[src/verilog/rsc_cfg.svh]
// rsc_cfg.svh: offsets, field positions, reset values and timing counts
// for the reset source controller; assumes a 50 MHz system clock.
`ifndef RSC_CFG_SVH
`define RSC_CFG_SVH

// ==========================================================
// register map (byte addresses)
`define RSC_ADDR_CAUSE   8'h00
`define RSC_ADDR_CFG     8'h04
`define RSC_ADDR_STAT    8'h08

// ==========================================================
// reset cause register bits
`define RSC_B_POR        0
`define RSC_B_BOR        1
`define RSC_B_WATCHDOG_TIMEOUT_FLAG       4
`define RSC_B_SWR        6
`define RSC_B_EXTERNAL_RESET_FLAG       7
`define RSC_B_CM         9
`define RSC_B_ILL        14
`define RSC_B_TRAP       15
`define RSC_CAUSE_MASK   16'hC2D3
`define RSC_CAUSE_COLD   16'h0003

// ==========================================================
// config register fields and reset value
`define RSC_CFG_XTAL     4
`define RSC_CFG_PLL      5
`define RSC_CFG_SECEN    6
`define RSC_CFG_RST      8'h47

// ==========================================================
// timing
`define RSC_CLK_MHZ      50
`define RSC_POWER_ON_EXTENSION_DELAY_NS      30000
`define RSC_BROWNOUT_EXTENSION_DELAY_NS      100000
`define RSC_PLL_LOCK_DELAY_US     1500
`define RSC_PWRT_UNIT_MS 2
`define RSC_MASTER_CLEAR_PIN_MIN_NS  2000
`define RSC_OST_PERIODS  1024
`define RSC_POWER_ON_EXTENSION_DELAY_CYC     ((`RSC_POWER_ON_EXTENSION_DELAY_NS * `RSC_CLK_MHZ) / 1000)
`define RSC_BROWNOUT_EXTENSION_DELAY_CYC     ((`RSC_BROWNOUT_EXTENSION_DELAY_NS * `RSC_CLK_MHZ) / 1000)
`define RSC_PLL_LOCK_DELAY_CYC    (`RSC_PLL_LOCK_DELAY_US * `RSC_CLK_MHZ)
`define RSC_PWRT_CYC     (`RSC_PWRT_UNIT_MS * 1000 * `RSC_CLK_MHZ)
`define RSC_MASTER_CLEAR_PIN_CYC     ((`RSC_MASTER_CLEAR_PIN_MIN_NS * `RSC_CLK_MHZ) / 1000)

// ==========================================================
// hard traps, illegal opcode, protected segment
`define RSC_HARD_LO      4'hD
`define RSC_HARD_HI      4'hF
`define RSC_ILL_OPC      8'h3F
`define RSC_SEC_LO       24'h000200
`define RSC_SEC_HI       24'h0003FF
`define RSC_SP_IDX       4'hF

`endif

[src/verilog/rsc_pkg.sv]
// rsc_pkg.sv: types shared by the reset source controller.
// assumes rsc_cfg.svh is on the include path.
package rsc_pkg;

  // ==========================================================
  // power sequencer states
  typedef enum logic [5:0] {
    RSC_ST_POR  = 6'b000001,
    RSC_ST_BOR  = 6'b000010,
    RSC_ST_PWRT = 6'b000100,
    RSC_ST_OST  = 6'b001000,
    RSC_ST_LOCK = 6'b010000,
    RSC_ST_RUN  = 6'b100000
  } rsc_state_t;

  // ==========================================================
  // warm reset events of one cycle
  typedef struct packed {
    logic trap;
    logic ill;
    logic cm;
    logic software_reset_flag;
    logic watchdog_timeout_flag;
  } rsc_evt_t;

endpackage

[src/verilog/rsc_top.sv]
// rsc_top.sv: reset source controller, Avalon-MM slave with waitrequest.
// assumes all inputs synchronous to mclk_i; rst_n_i is the power event.
//
// Functional notes
// RQ1: crystal mode holds reset 1024 oscillator periods
// RQ2: PLL mode adds lock delay to hold
// RQ3: POR holds until supply good plus extension
// RQ4: power-on reset sets cause bit 0
// RQ5: low supply resets until good plus extension
// RQ6: brown-out reset sets cause bit 1
// RQ7: three-bit select picks power-up delay
// RQ8: brown-out plus power-up delay restarts on rise
// RQ9: master clear low, glitch filtered, resets
// RQ10: master clear reset sets external flag
// RQ11: reset instruction: reset one cycle, clock kept
// RQ12: software reset sets cause bit 6
// RQ13: watchdog time-out resets while running
// RQ14: watchdog in sleep or idle only wakes
// RQ15: watchdog reset sets cause bit 4
// RQ16: lower hard trap during higher trap resets
// RQ17: trap conflict sets cause bit 15
// RQ18: pin-select shadow mismatch resets, sets bit 9; sets bit 8 instead when a cause write lands in the same cycle
// RQ19: illegal conditions reset and set bit 14
// RQ20: opcode upper byte 3Fh is illegal
// RQ21: working registers uninitialised after reset
// RQ22: flow change into protected segment resets
// RQ23: warm resets keep current clock source
// RQ24: software sets or clears flags, no reset
// RQ25: system reset is OR of all sources
`include "rsc_cfg.svh"
`timescale 1ns/1ps
`default_nettype none

module rsc_top
  import rsc_pkg::*;
#(
  parameter int unsigned BROWNOUT_EXTENSION_DELAY_CYC  = `RSC_BROWNOUT_EXTENSION_DELAY_CYC,
  parameter int unsigned PLL_LOCK_DELAY_CYC = `RSC_PLL_LOCK_DELAY_CYC,
  parameter int unsigned PWRT_CYC  = `RSC_PWRT_CYC,
  parameter int unsigned POWER_ON_EXTENSION_DELAY_CYC  = `RSC_POWER_ON_EXTENSION_DELAY_CYC,
  parameter int unsigned MASTER_CLEAR_PIN_CYC  = `RSC_MASTER_CLEAR_PIN_CYC,
  parameter int unsigned OST_CNT   = `RSC_OST_PERIODS,
  parameter int unsigned PPS_W     = 16
) (
  input  wire logic             mclk_i,
  input  wire logic             rst_n_i,
  input  wire logic [7:0]       avs_address_i,
  input  wire logic             avs_read_i,
  input  wire logic             avs_write_i,
  input  wire logic [31:0]      avs_writedata_i,
  input  wire logic [3:0]       avs_byteenable_i,
  output logic      [31:0]      avs_readdata_o,
  output logic                  avs_waitrequest_o,
  input  wire logic             por_ok_i,
  input  wire logic             bor_ok_i,
  input  wire logic             osc_tick_i,
  input  wire logic             master_clear_pin_n_i,
  input  wire logic             reset_instr_i,
  input  wire logic             wdt_timeout_i,
  input  wire logic             sleep_idle_i,
  input  wire logic             trap_req_i,
  input  wire logic [3:0]       trap_lvl_i,
  input  wire logic             trap_svc_i,
  input  wire logic [3:0]       trap_svc_lvl_i,
  input  wire logic [PPS_W-1:0] pps_ctrl_i,
  input  wire logic [PPS_W-1:0] pps_shadow_i,
  input  wire logic             opc_exec_i,
  input  wire logic [23:0]      opc_word_i,
  input  wire logic             wreg_wr_i,
  input  wire logic [3:0]       wreg_wr_idx_i,
  input  wire logic             wreg_ptr_i,
  input  wire logic [3:0]       wreg_ptr_idx_i,
  input  wire logic             flow_change_i,
  input  wire logic [23:0]      flow_target_i,
  output logic                  system_reset_line_o,
  output logic                  clk_reselect_o,
  output logic                  wake_o,
  output logic      [15:0]      wreg_init_o
);

  // ==========================================================
  // reset release
  logic       rst_s1_r;
  logic       rst_n_r;

  always_ff @(posedge mclk_i or negedge rst_n_i) begin
    if (!rst_n_i) begin
      rst_s1_r <= 1'b0;
      rst_n_r  <= 1'b0;
    end else begin
      rst_s1_r <= 1'b1;
      rst_n_r  <= rst_s1_r;
    end
  end

  // ==========================================================
  // declarations
  rsc_state_t  state_r;
  rsc_state_t  state_nxt;
  logic [31:0] tmr_r;
  logic [31:0] tmr_nxt;
  logic [31:0] pwrt_cyc;
  logic [15:0] cause_r;
  logic [7:0]  cfg_r;
  logic [15:0] master_clear_pin_cnt_r;
  logic        master_clear_pin_act_r;
  logic        osc_prev_r;
  logic        sys_rst_r;
  logic        live;
  logic        cold;
  logic        bor_hit;
  rsc_evt_t    evt;
  logic        evt_any;
  logic        acc;
  logic        wr_hit;
  logic [15:0] be_mask;
  logic [31:0] rd_data;

  // ==========================================================
  // power sequencer
  // 0 ms, then 2 ms doubling up to 128 ms
  assign pwrt_cyc = (cfg_r[2:0] == 3'h0) ? 32'h0 :
                    (PWRT_CYC << (cfg_r[2:0] - 3'h1)); // RQ7

  always_comb begin
    state_nxt = state_r;
    tmr_nxt   = (tmr_r != 32'h0) ? tmr_r - 32'h1 : 32'h0;
    unique case (state_r)
      RSC_ST_POR: begin
        if (!por_ok_i) begin
          tmr_nxt = POWER_ON_EXTENSION_DELAY_CYC; // RQ3
        end else if (tmr_r == 32'h0) begin
          state_nxt = RSC_ST_BOR;
          tmr_nxt   = BROWNOUT_EXTENSION_DELAY_CYC;
        end
      end
      RSC_ST_BOR: begin
        if (tmr_r == 32'h0) begin
          state_nxt = RSC_ST_PWRT;
          tmr_nxt   = pwrt_cyc; // RQ7
        end
      end
      RSC_ST_PWRT: begin
        if (tmr_r == 32'h0) begin
          state_nxt = RSC_ST_OST;
          tmr_nxt   = cfg_r[`RSC_CFG_XTAL] ? OST_CNT : 32'h0;
        end
      end
      RSC_ST_OST: begin
        // counts oscillator edges, not system clocks
        tmr_nxt = tmr_r;
        if (osc_tick_i && !osc_prev_r && tmr_r != 32'h0) begin
          tmr_nxt = tmr_r - 32'h1; // RQ1
        end
        if (tmr_r == 32'h0) begin
          state_nxt = RSC_ST_LOCK;
          tmr_nxt   = cfg_r[`RSC_CFG_PLL] ? PLL_LOCK_DELAY_CYC : 32'h0; // RQ2
        end
      end
      RSC_ST_LOCK: begin
        if (tmr_r == 32'h0) begin
          state_nxt = RSC_ST_RUN;
        end
      end
      RSC_ST_RUN: begin
        tmr_nxt = 32'h0;
      end
    endcase
    // low supply restarts the chain from the brown-out extension
    if (!bor_ok_i && state_r != RSC_ST_POR) begin
      state_nxt = RSC_ST_BOR; // RQ5
      tmr_nxt   = BROWNOUT_EXTENSION_DELAY_CYC; // RQ8
    end
    if (!por_ok_i) begin
      state_nxt = RSC_ST_POR;
      tmr_nxt   = POWER_ON_EXTENSION_DELAY_CYC;
    end
  end

  always_ff @(posedge mclk_i or negedge rst_n_r) begin
    if (!rst_n_r) begin
      state_r <= RSC_ST_POR;
      tmr_r   <= 32'h0;
    end else begin
      state_r <= state_nxt;
      tmr_r   <= tmr_nxt;
    end
  end

  always_ff @(posedge mclk_i or negedge rst_n_r) begin
    if (!rst_n_r) begin
      osc_prev_r <= 1'b0;
    end else begin
      osc_prev_r <= osc_tick_i;
    end
  end

  assign cold    = (state_r != RSC_ST_RUN);
  assign bor_hit = !bor_ok_i && por_ok_i && (state_r != RSC_ST_POR)
                   && (state_r != RSC_ST_BOR);

  // ==========================================================
  // master clear glitch filter
  // pulses of up to MASTER_CLEAR_PIN_CYC clocks are ignored
  always_ff @(posedge mclk_i or negedge rst_n_r) begin
    if (!rst_n_r) begin
      master_clear_pin_cnt_r <= 16'h0;
      master_clear_pin_act_r <= 1'b0;
    end else if (master_clear_pin_n_i) begin
      master_clear_pin_cnt_r <= 16'h0;
      master_clear_pin_act_r <= 1'b0;
    end else if (master_clear_pin_cnt_r == MASTER_CLEAR_PIN_CYC[15:0]) begin
      master_clear_pin_act_r <= 1'b1; // RQ9
    end else begin
      master_clear_pin_cnt_r <= master_clear_pin_cnt_r + 16'h1;
    end
  end

  // ==========================================================
  // warm reset events
  // the core is held while sys_rst_r is high, so its strobes are masked
  assign live      = !cold && !sys_rst_r;
  assign evt.software_reset_flag   = live && reset_instr_i;
  assign evt.watchdog_timeout_flag  = live && wdt_timeout_i && !sleep_idle_i; // RQ13
  assign evt.trap  = live && trap_req_i && trap_svc_i
                     && trap_lvl_i >= `RSC_HARD_LO && trap_lvl_i <= `RSC_HARD_HI
                     && trap_svc_lvl_i > trap_lvl_i; // RQ16
  assign evt.cm    = live && (pps_ctrl_i != pps_shadow_i); // RQ18
  assign evt.ill   = live && ((opc_exec_i && opc_word_i[23:16] == `RSC_ILL_OPC) // RQ20
                     || (wreg_ptr_i && !wreg_init_o[wreg_ptr_idx_i]) // RQ21
                     || (flow_change_i && cfg_r[`RSC_CFG_SECEN]
                         && flow_target_i >= `RSC_SEC_LO
                         && flow_target_i <= `RSC_SEC_HI)); // RQ22
  assign evt_any   = |evt; // RQ19

  // ==========================================================
  // system reset line
  always_ff @(posedge mclk_i or negedge rst_n_r) begin
    if (!rst_n_r) begin
      sys_rst_r           <= 1'b1;
      system_reset_line_o <= 1'b1;
    end else begin
      // a warm event holds reset for exactly one cycle
      sys_rst_r           <= (state_nxt != RSC_ST_RUN) || master_clear_pin_act_r || evt_any; // RQ25
      system_reset_line_o <= (state_nxt != RSC_ST_RUN) || master_clear_pin_act_r || evt_any; // RQ11
    end
  end

  // only cold sequences reselect the clock source
  always_ff @(posedge mclk_i or negedge rst_n_r) begin
    if (!rst_n_r) begin
      clk_reselect_o <= 1'b1;
    end else begin
      clk_reselect_o <= (state_nxt == RSC_ST_POR) || (state_nxt == RSC_ST_BOR); // RQ23
    end
  end

  always_ff @(posedge mclk_i or negedge rst_n_r) begin
    if (!rst_n_r) begin
      wake_o <= 1'b0;
    end else begin
      wake_o <= live && wdt_timeout_i && sleep_idle_i; // RQ14
    end
  end

  // ==========================================================
  // working register init tracking
  genvar gi;
  generate
    for (gi = 0; gi < 16; gi++) begin : g_wreg
      always_ff @(posedge mclk_i or negedge rst_n_r) begin
        if (!rst_n_r) begin
          wreg_init_o[gi] <= (gi == `RSC_SP_IDX);
        end else if (system_reset_line_o) begin
          wreg_init_o[gi] <= (gi == `RSC_SP_IDX); // RQ21
        end else if (wreg_wr_i && wreg_wr_idx_i == gi) begin
          wreg_init_o[gi] <= 1'b1;
        end
      end
    end
  endgenerate

  // ==========================================================
  // Avalon-MM slave
  // one wait cycle on every access, then one cycle with waitrequest low
  assign acc     = (avs_read_i || avs_write_i) && !avs_waitrequest_o;
  assign wr_hit  = acc && avs_write_i;
  assign be_mask = {{8{avs_byteenable_i[1]}}, {8{avs_byteenable_i[0]}}};

  always_comb begin
    rd_data = 32'h0;
    unique case (avs_address_i)
      `RSC_ADDR_CAUSE: rd_data = {16'h0, cause_r};
      `RSC_ADDR_CFG:   rd_data = {24'h0, cfg_r};
      `RSC_ADDR_STAT:  rd_data = {wreg_init_o, 8'h0, 1'b0, sys_rst_r,
                                  state_r};
      default:         rd_data = 32'h0;
    endcase
  end

  always_ff @(posedge mclk_i or negedge rst_n_r) begin
    if (!rst_n_r) begin
      avs_waitrequest_o <= 1'b1;
      avs_readdata_o    <= 32'h0;
    end else begin
      avs_waitrequest_o <= !((avs_read_i || avs_write_i) && avs_waitrequest_o);
      if (avs_read_i && avs_waitrequest_o) begin
        avs_readdata_o <= rd_data;
      end
    end
  end

  always_ff @(posedge mclk_i or negedge rst_n_r) begin
    if (!rst_n_r) begin
      cfg_r <= `RSC_CFG_RST;
    end else if (wr_hit && avs_address_i == `RSC_ADDR_CFG && avs_byteenable_i[0]) begin
      cfg_r <= avs_writedata_i[7:0];
    end
  end

  // ==========================================================
  // reset cause register
  // hardware set wins over a software clear in the same cycle, but evt.cm then sets bit 8, not bit 9
  always_ff @(posedge mclk_i or negedge rst_n_r) begin
    if (!rst_n_r) begin
      cause_r <= `RSC_CAUSE_COLD; // RQ4
    end else if (!por_ok_i) begin
      cause_r <= `RSC_CAUSE_COLD; // RQ4
    end else begin
      if (bor_hit) begin
        // brown-out keeps only the external flag; beats a software write
        cause_r <= (cause_r & (16'h1 << `RSC_B_EXTERNAL_RESET_FLAG))
                   | (16'h1 << `RSC_B_BOR); // RQ6
      end else if (wr_hit && avs_address_i == `RSC_ADDR_CAUSE) begin
        cause_r <= ((cause_r & ~be_mask) | (avs_writedata_i[15:0] & be_mask)
                   & `RSC_CAUSE_MASK) | {evt.trap, evt.ill, 5'h0, evt.cm,
                   master_clear_pin_act_r, evt.software_reset_flag, 1'b0, evt.watchdog_timeout_flag, 4'h0}; // RQ24
      end else begin
        if (evt.trap) cause_r[`RSC_B_TRAP] <= 1'b1; // RQ17
        if (evt.ill)  cause_r[`RSC_B_ILL]  <= 1'b1; // RQ19
        if (evt.cm)   cause_r[`RSC_B_CM]   <= 1'b1; // RQ18
        if (master_clear_pin_act_r) cause_r[`RSC_B_EXTERNAL_RESET_FLAG] <= 1'b1; // RQ10
        if (evt.software_reset_flag)  cause_r[`RSC_B_SWR]  <= 1'b1; // RQ12
        if (evt.watchdog_timeout_flag) cause_r[`RSC_B_WATCHDOG_TIMEOUT_FLAG] <= 1'b1; // RQ15
      end
    end
  end

endmodule

`default_nettype wire
[config.mk]
export PLATFORM = sky130hd
export DESIGN_NAME = rsc_top
export DESIGN_NICKNAME = d
export VERILOG_FILES = /design/src/verilog/rsc_pkg.sv /design/src/verilog/rsc_top.sv
export VERILOG_INCLUDE_DIRS = /design/src /design/src/verilog
export SDC_FILE = /design/constraint.sdc
export NUM_CORES = 1
export LEC_CHECK = 0
export ABC_AREA = 1
export BUFFER_PORTS_ARGS = -buffer_cell sky130_fd_sc_hd__buf_2
export CORE_MARGIN = 4
export CORE_UTILIZATION = 54
export DETAILED_ROUTE_END_ITERATION = 8
export GPL_TIMING_DRIVEN = 0
export PLACE_DENSITY = 0.81
export SYNTH_ARGS = -nofsm -noshare
export SYNTH_HDL_FRONTEND = slang
export SYNTH_SLANG_ARGS = --single-unit
export TNS_END_PERCENT = 5
[constraint.sdc]
create_clock -name mclk_i -period 4.4 [get_ports mclk_i]
set_input_delay 0 -clock mclk_i [delete_from_list [all_inputs] [get_ports mclk_i]]
set_output_delay 0 -clock mclk_i [all_outputs]
set_load 0.05 [all_outputs]
==> metrics.md <==
| Metric | Value |
|---|---|
| Status | finished, final reports clean |
| CTS H-tree depth | 4 |
| Hold Crit Class | in2reg |
| Setup Skew | 0.00582 ns |
| Placed Instances | 1,457 |
| Largest net degree at the start of global routing | 58 |
| Final Non-Filler Cells | 1,518 |
| Drt pass-1 iters | 6 |
| All-Layer GR Usage | 29.6% |
| Clock Pin Slew Worst Setup and Hold Paths | 0.06 ns |
| Row count | 44 |
| Initial antenna violation count | 2 |
| Post-route ant nets | 0 |
| Io pins | 209 |
| N_diodes | 0 |
| Crit path cell chain | inv_1 -> ha_1 -> inv_1 -> nand2_1 -> nand2_2 -> clkinv_1 -> nand2_1 -> o21ai_0 -> a21oi_1 -> o211ai_1 -> nand2_1 -> o21ai_1 |
| Die Footprint | 17,000 um2 |
| CORE AREA | 14,600 um2 |
| Post-CTS sizing | 0 |
| FILL cells | 1,206 |
| Drt via density | 5.44 |
| Share of post-route cells with drive strength above 1 | 20.2% |
| Max Root-Sink Buffers | 2 |
| VDD IR max | 337 uV |
| Final worst path period need | 2.53 ns |
| Starting Density | 55.4% |
| Required @ worst endpoint | 4.71 ns |
| Synth Register Bits | 133 |
| Sequential area share after synthesis | 41.2% |
| DRC Markers | 0 |
| Netlist Area Pre-Place | 8110 um2 |
| Worst skew pair latency | 0.43 ns |
| Slew @ Worst Pin | 0.542 ns |
| Share of the core filled with cells | 68.7% |
| CP max stage cell | dfstp_2 |
| Crit start category | register |
| RSZ-0062 raised after global routing | no |
| Placement Cell Area | 9180 um2 |
| Final nets | 1,494 |
| Die H | 131 um |
| Root Driver | clkbuf_16 |
| Unique cell type count in the Yosys netlist | 50 |
| Synth warnings | 0 |
| CTS Sinks | 133 |
| Total power | 3.09 mW |
| CP Capture Type | register |
| Worst Path Arrival | 2.84 ns |
| Post-synthesis area per instance | 7.28 um2 |
| Mean routed wirelength per cell | 15.9 um |
| Vias in the first global route | 8,181 |
| CP max FO | 10 |
| Fmax achieved | 395 MHz |
| Fin. Hold Viols | 0 |
| Cell mode on critical path | nand2_1 |
| CTS tree | yes |
| Pint | 2.19 mW |
| Post-synth EDFFs | 0 |
| Setup-failing EPs final | 0 |
| First-pass GRT wire length | 39,800 um |
| Leakage | 5.11 nW |
| FF-to-FF setup slack | 1.87 ns |
| Crit path kind | reg2reg |
| Routability congestion estimate | 1.01 |
| Final HPWL DP | 18,000 um |
| Worst slew margin | 63.8% |
| Sw Pwr | 896 uW |
| Switching Fraction | 29.0% |
| Port bufs | 156 |
| Pwr Density | 307 nW/um2 |
| Part of the power in the clock network | 46.6% |
| Seq pwr share | 41.4% |
| Post-Route WL | 24,100 um |
| Grt total ovfl | 0 |
| Max Cap Viol | 0 |
| Design area | 10,100 um2 |
| Comb power frac | 12.0% |
| Via count | 8,263 |
| Fin. max-slew vios | 0 |
| Ys flop type | dfrtp_1 |
| Cells after synthesis | 1,114 |
| Area Growth Syn to Fin | 24.1% |
| Post-CTS Setup Bufs | 0 |
| Critical Path Max Stage Delay | 0.60 ns |
| CTS Buf Count | 17 |
| Share of synthesized registers carrying an async set or reset | 100% |
| DR iter-0 viols | 853 |
| Fin crit share | 57.5% |
| Die X | 131 um |
Yosys cell counts (all sizes together) (3+ instances only):
cell type,instances,area [um2]
dfrtp,123,3080
xor2,23,201
inv,159,597
or2,3,18.8
xnor2,9,78.8
nor3,20,105
o21ai,97,485
a21oi,53,265
buf,8,51.3
clkbuf,13,48.8
o22ai,7,50.1
dfstp,10,263
nor4,4,25.0
nand3,72,383
o31ai,11,82.6
nand4,26,184
ha,16,200
nand2,259,1030
nor2,175,767
o211ai,8,60.1
power by group through the flow:
stage          combinational, mW  sequential (mW)  clock [mW]
2_1_floorplan              0.197             1.32           0
3_3_place_gp               0.311             1.32           0
3_5_place_dp               0.342             1.30           0
4_1_cts                    0.365             1.28        1.44
5_1_grt                    0.414             1.28        1.50
6_report                   0.371             1.28        1.44
flip-flops by register name, indices dropped and copies added (netlist names):
| signal | count |
|---|---|
| master_clear_pin_act_r | 1 |
| tmr_r | 32 |
| osc_prev_r | 1 |
| wreg_init_o | 15 |
| rst_n_r | 1 |
| cause_r | 16 |
| master_clear_pin_cnt_r | 16 |
| cfg_r | 8 |
| state_r | 6 |
| wake_o | 1 |
| rst_s1_r | 1 |
| avs_waitrequest_o | 1 |
| sys_rst_r | 1 |
| avs_readdata_o | 32 |
| clk_reselect_o | 1 |
cells by family after synthesis:
group | Yosys count | share of synthesized area, %
other | 1 | 0.0463
buffers and inverters | 182 | 8.69
and+or+nand+nor | 565 | 31.6
AOI/OAI and AO/OA | 184 | 12.4
DFF | 133 | 41.2
xor gates and xnor gates | 32 | 3.46
adders and majority gates | 16 | 2.47
muxes | 1 | 0.139
cell usage in the layout (no fill, tap or decap), drive strengths merged:
cell / count
clkbuf: 30
nand2: 259
bufinv: 1
dfrtp: 123
nor2: 175
clkinvlp: 4
nor4: 4
mux2: 1
o21bai: 1
inv: 167
conb: 2
nand4: 26
o21a: 1
nor3b: 2
nand3b: 2
a21oi: 53
a22oi: 1
o31ai: 11
xnor2: 9
buf: 166
nor2b: 1
o2111ai: 2
clkinv: 4
xor2: 23
o21ai: 97
nand3: 72
o22ai: 7
a31oi: 2
and2: 1
dfstp: 10
dlygate4sd3: 29
or2: 3
ha: 16
o211ai: 8
a21boi: 1
nor3: 20
path summary, 6_finish.rpt:
path	depth (start not counted)	startpoint	to
setup / recovery	12	cfg_r[0]	tmr_r[12]
hold / removal	7	avs_writedata_i[15]	cause_r[15]
setup reg to reg	12	cfg_r[0]	tmr_r[12]
hold reg to reg	0	rst_n_r	tmr_r[28]
max in group asynchronous	2	rst_n_r	avs_waitrequest_o
min in group asynchronous	0	rst_n_r	tmr_r[28]
final cells by class:
class	count	area (um2)	area share, %
multi-input combinational	800	4070	40.4
sequential	133	3340	33.2
timing repair buffer	187	1130	11.2
inverter	161	604	6.01
clock buffer	17	425	4.23
tap	184	230	2.29
clock inverter	15	163	1.62
buffer	21	100	0.995
timing repair:
item / 4_1_cts / 5_1_grt
hold buffers: 29 / 0
endpoints found under the setup margin: 0 / 0
endpoints found under the hold margin: 34 / 0
critical path: cells and delay by family, from the launching register on:
family,cells,cell delay (ns)
simple gates,4,0.48
fa+ha+maj,1,0.27
compound gates,4,0.52
buf+inv,3,0.52
flops,1,0.60
metrics by stage:
step	TNS (ns)	setup WS, ns	hold slack (ns)
after floorplan	0	0.438	-0.296
after global placement	-127.66	-1.07	-0.214
after detailed placement	0	1.97	-0.212
after CTS	0	1.94	0.00528
after global routing	0	1.79	0.0564
final	0	1.87	0.0154
routing by layer:
metal  global-route usage (%)  part of all wire, %
met1                     39.0                   42
met2                     48.3                   47
met3                     7.68                  8.3
met4                     8.83                  2.4
met5                        0                 0.14
No activity file was read; power rests on OpenSTA's default activity.
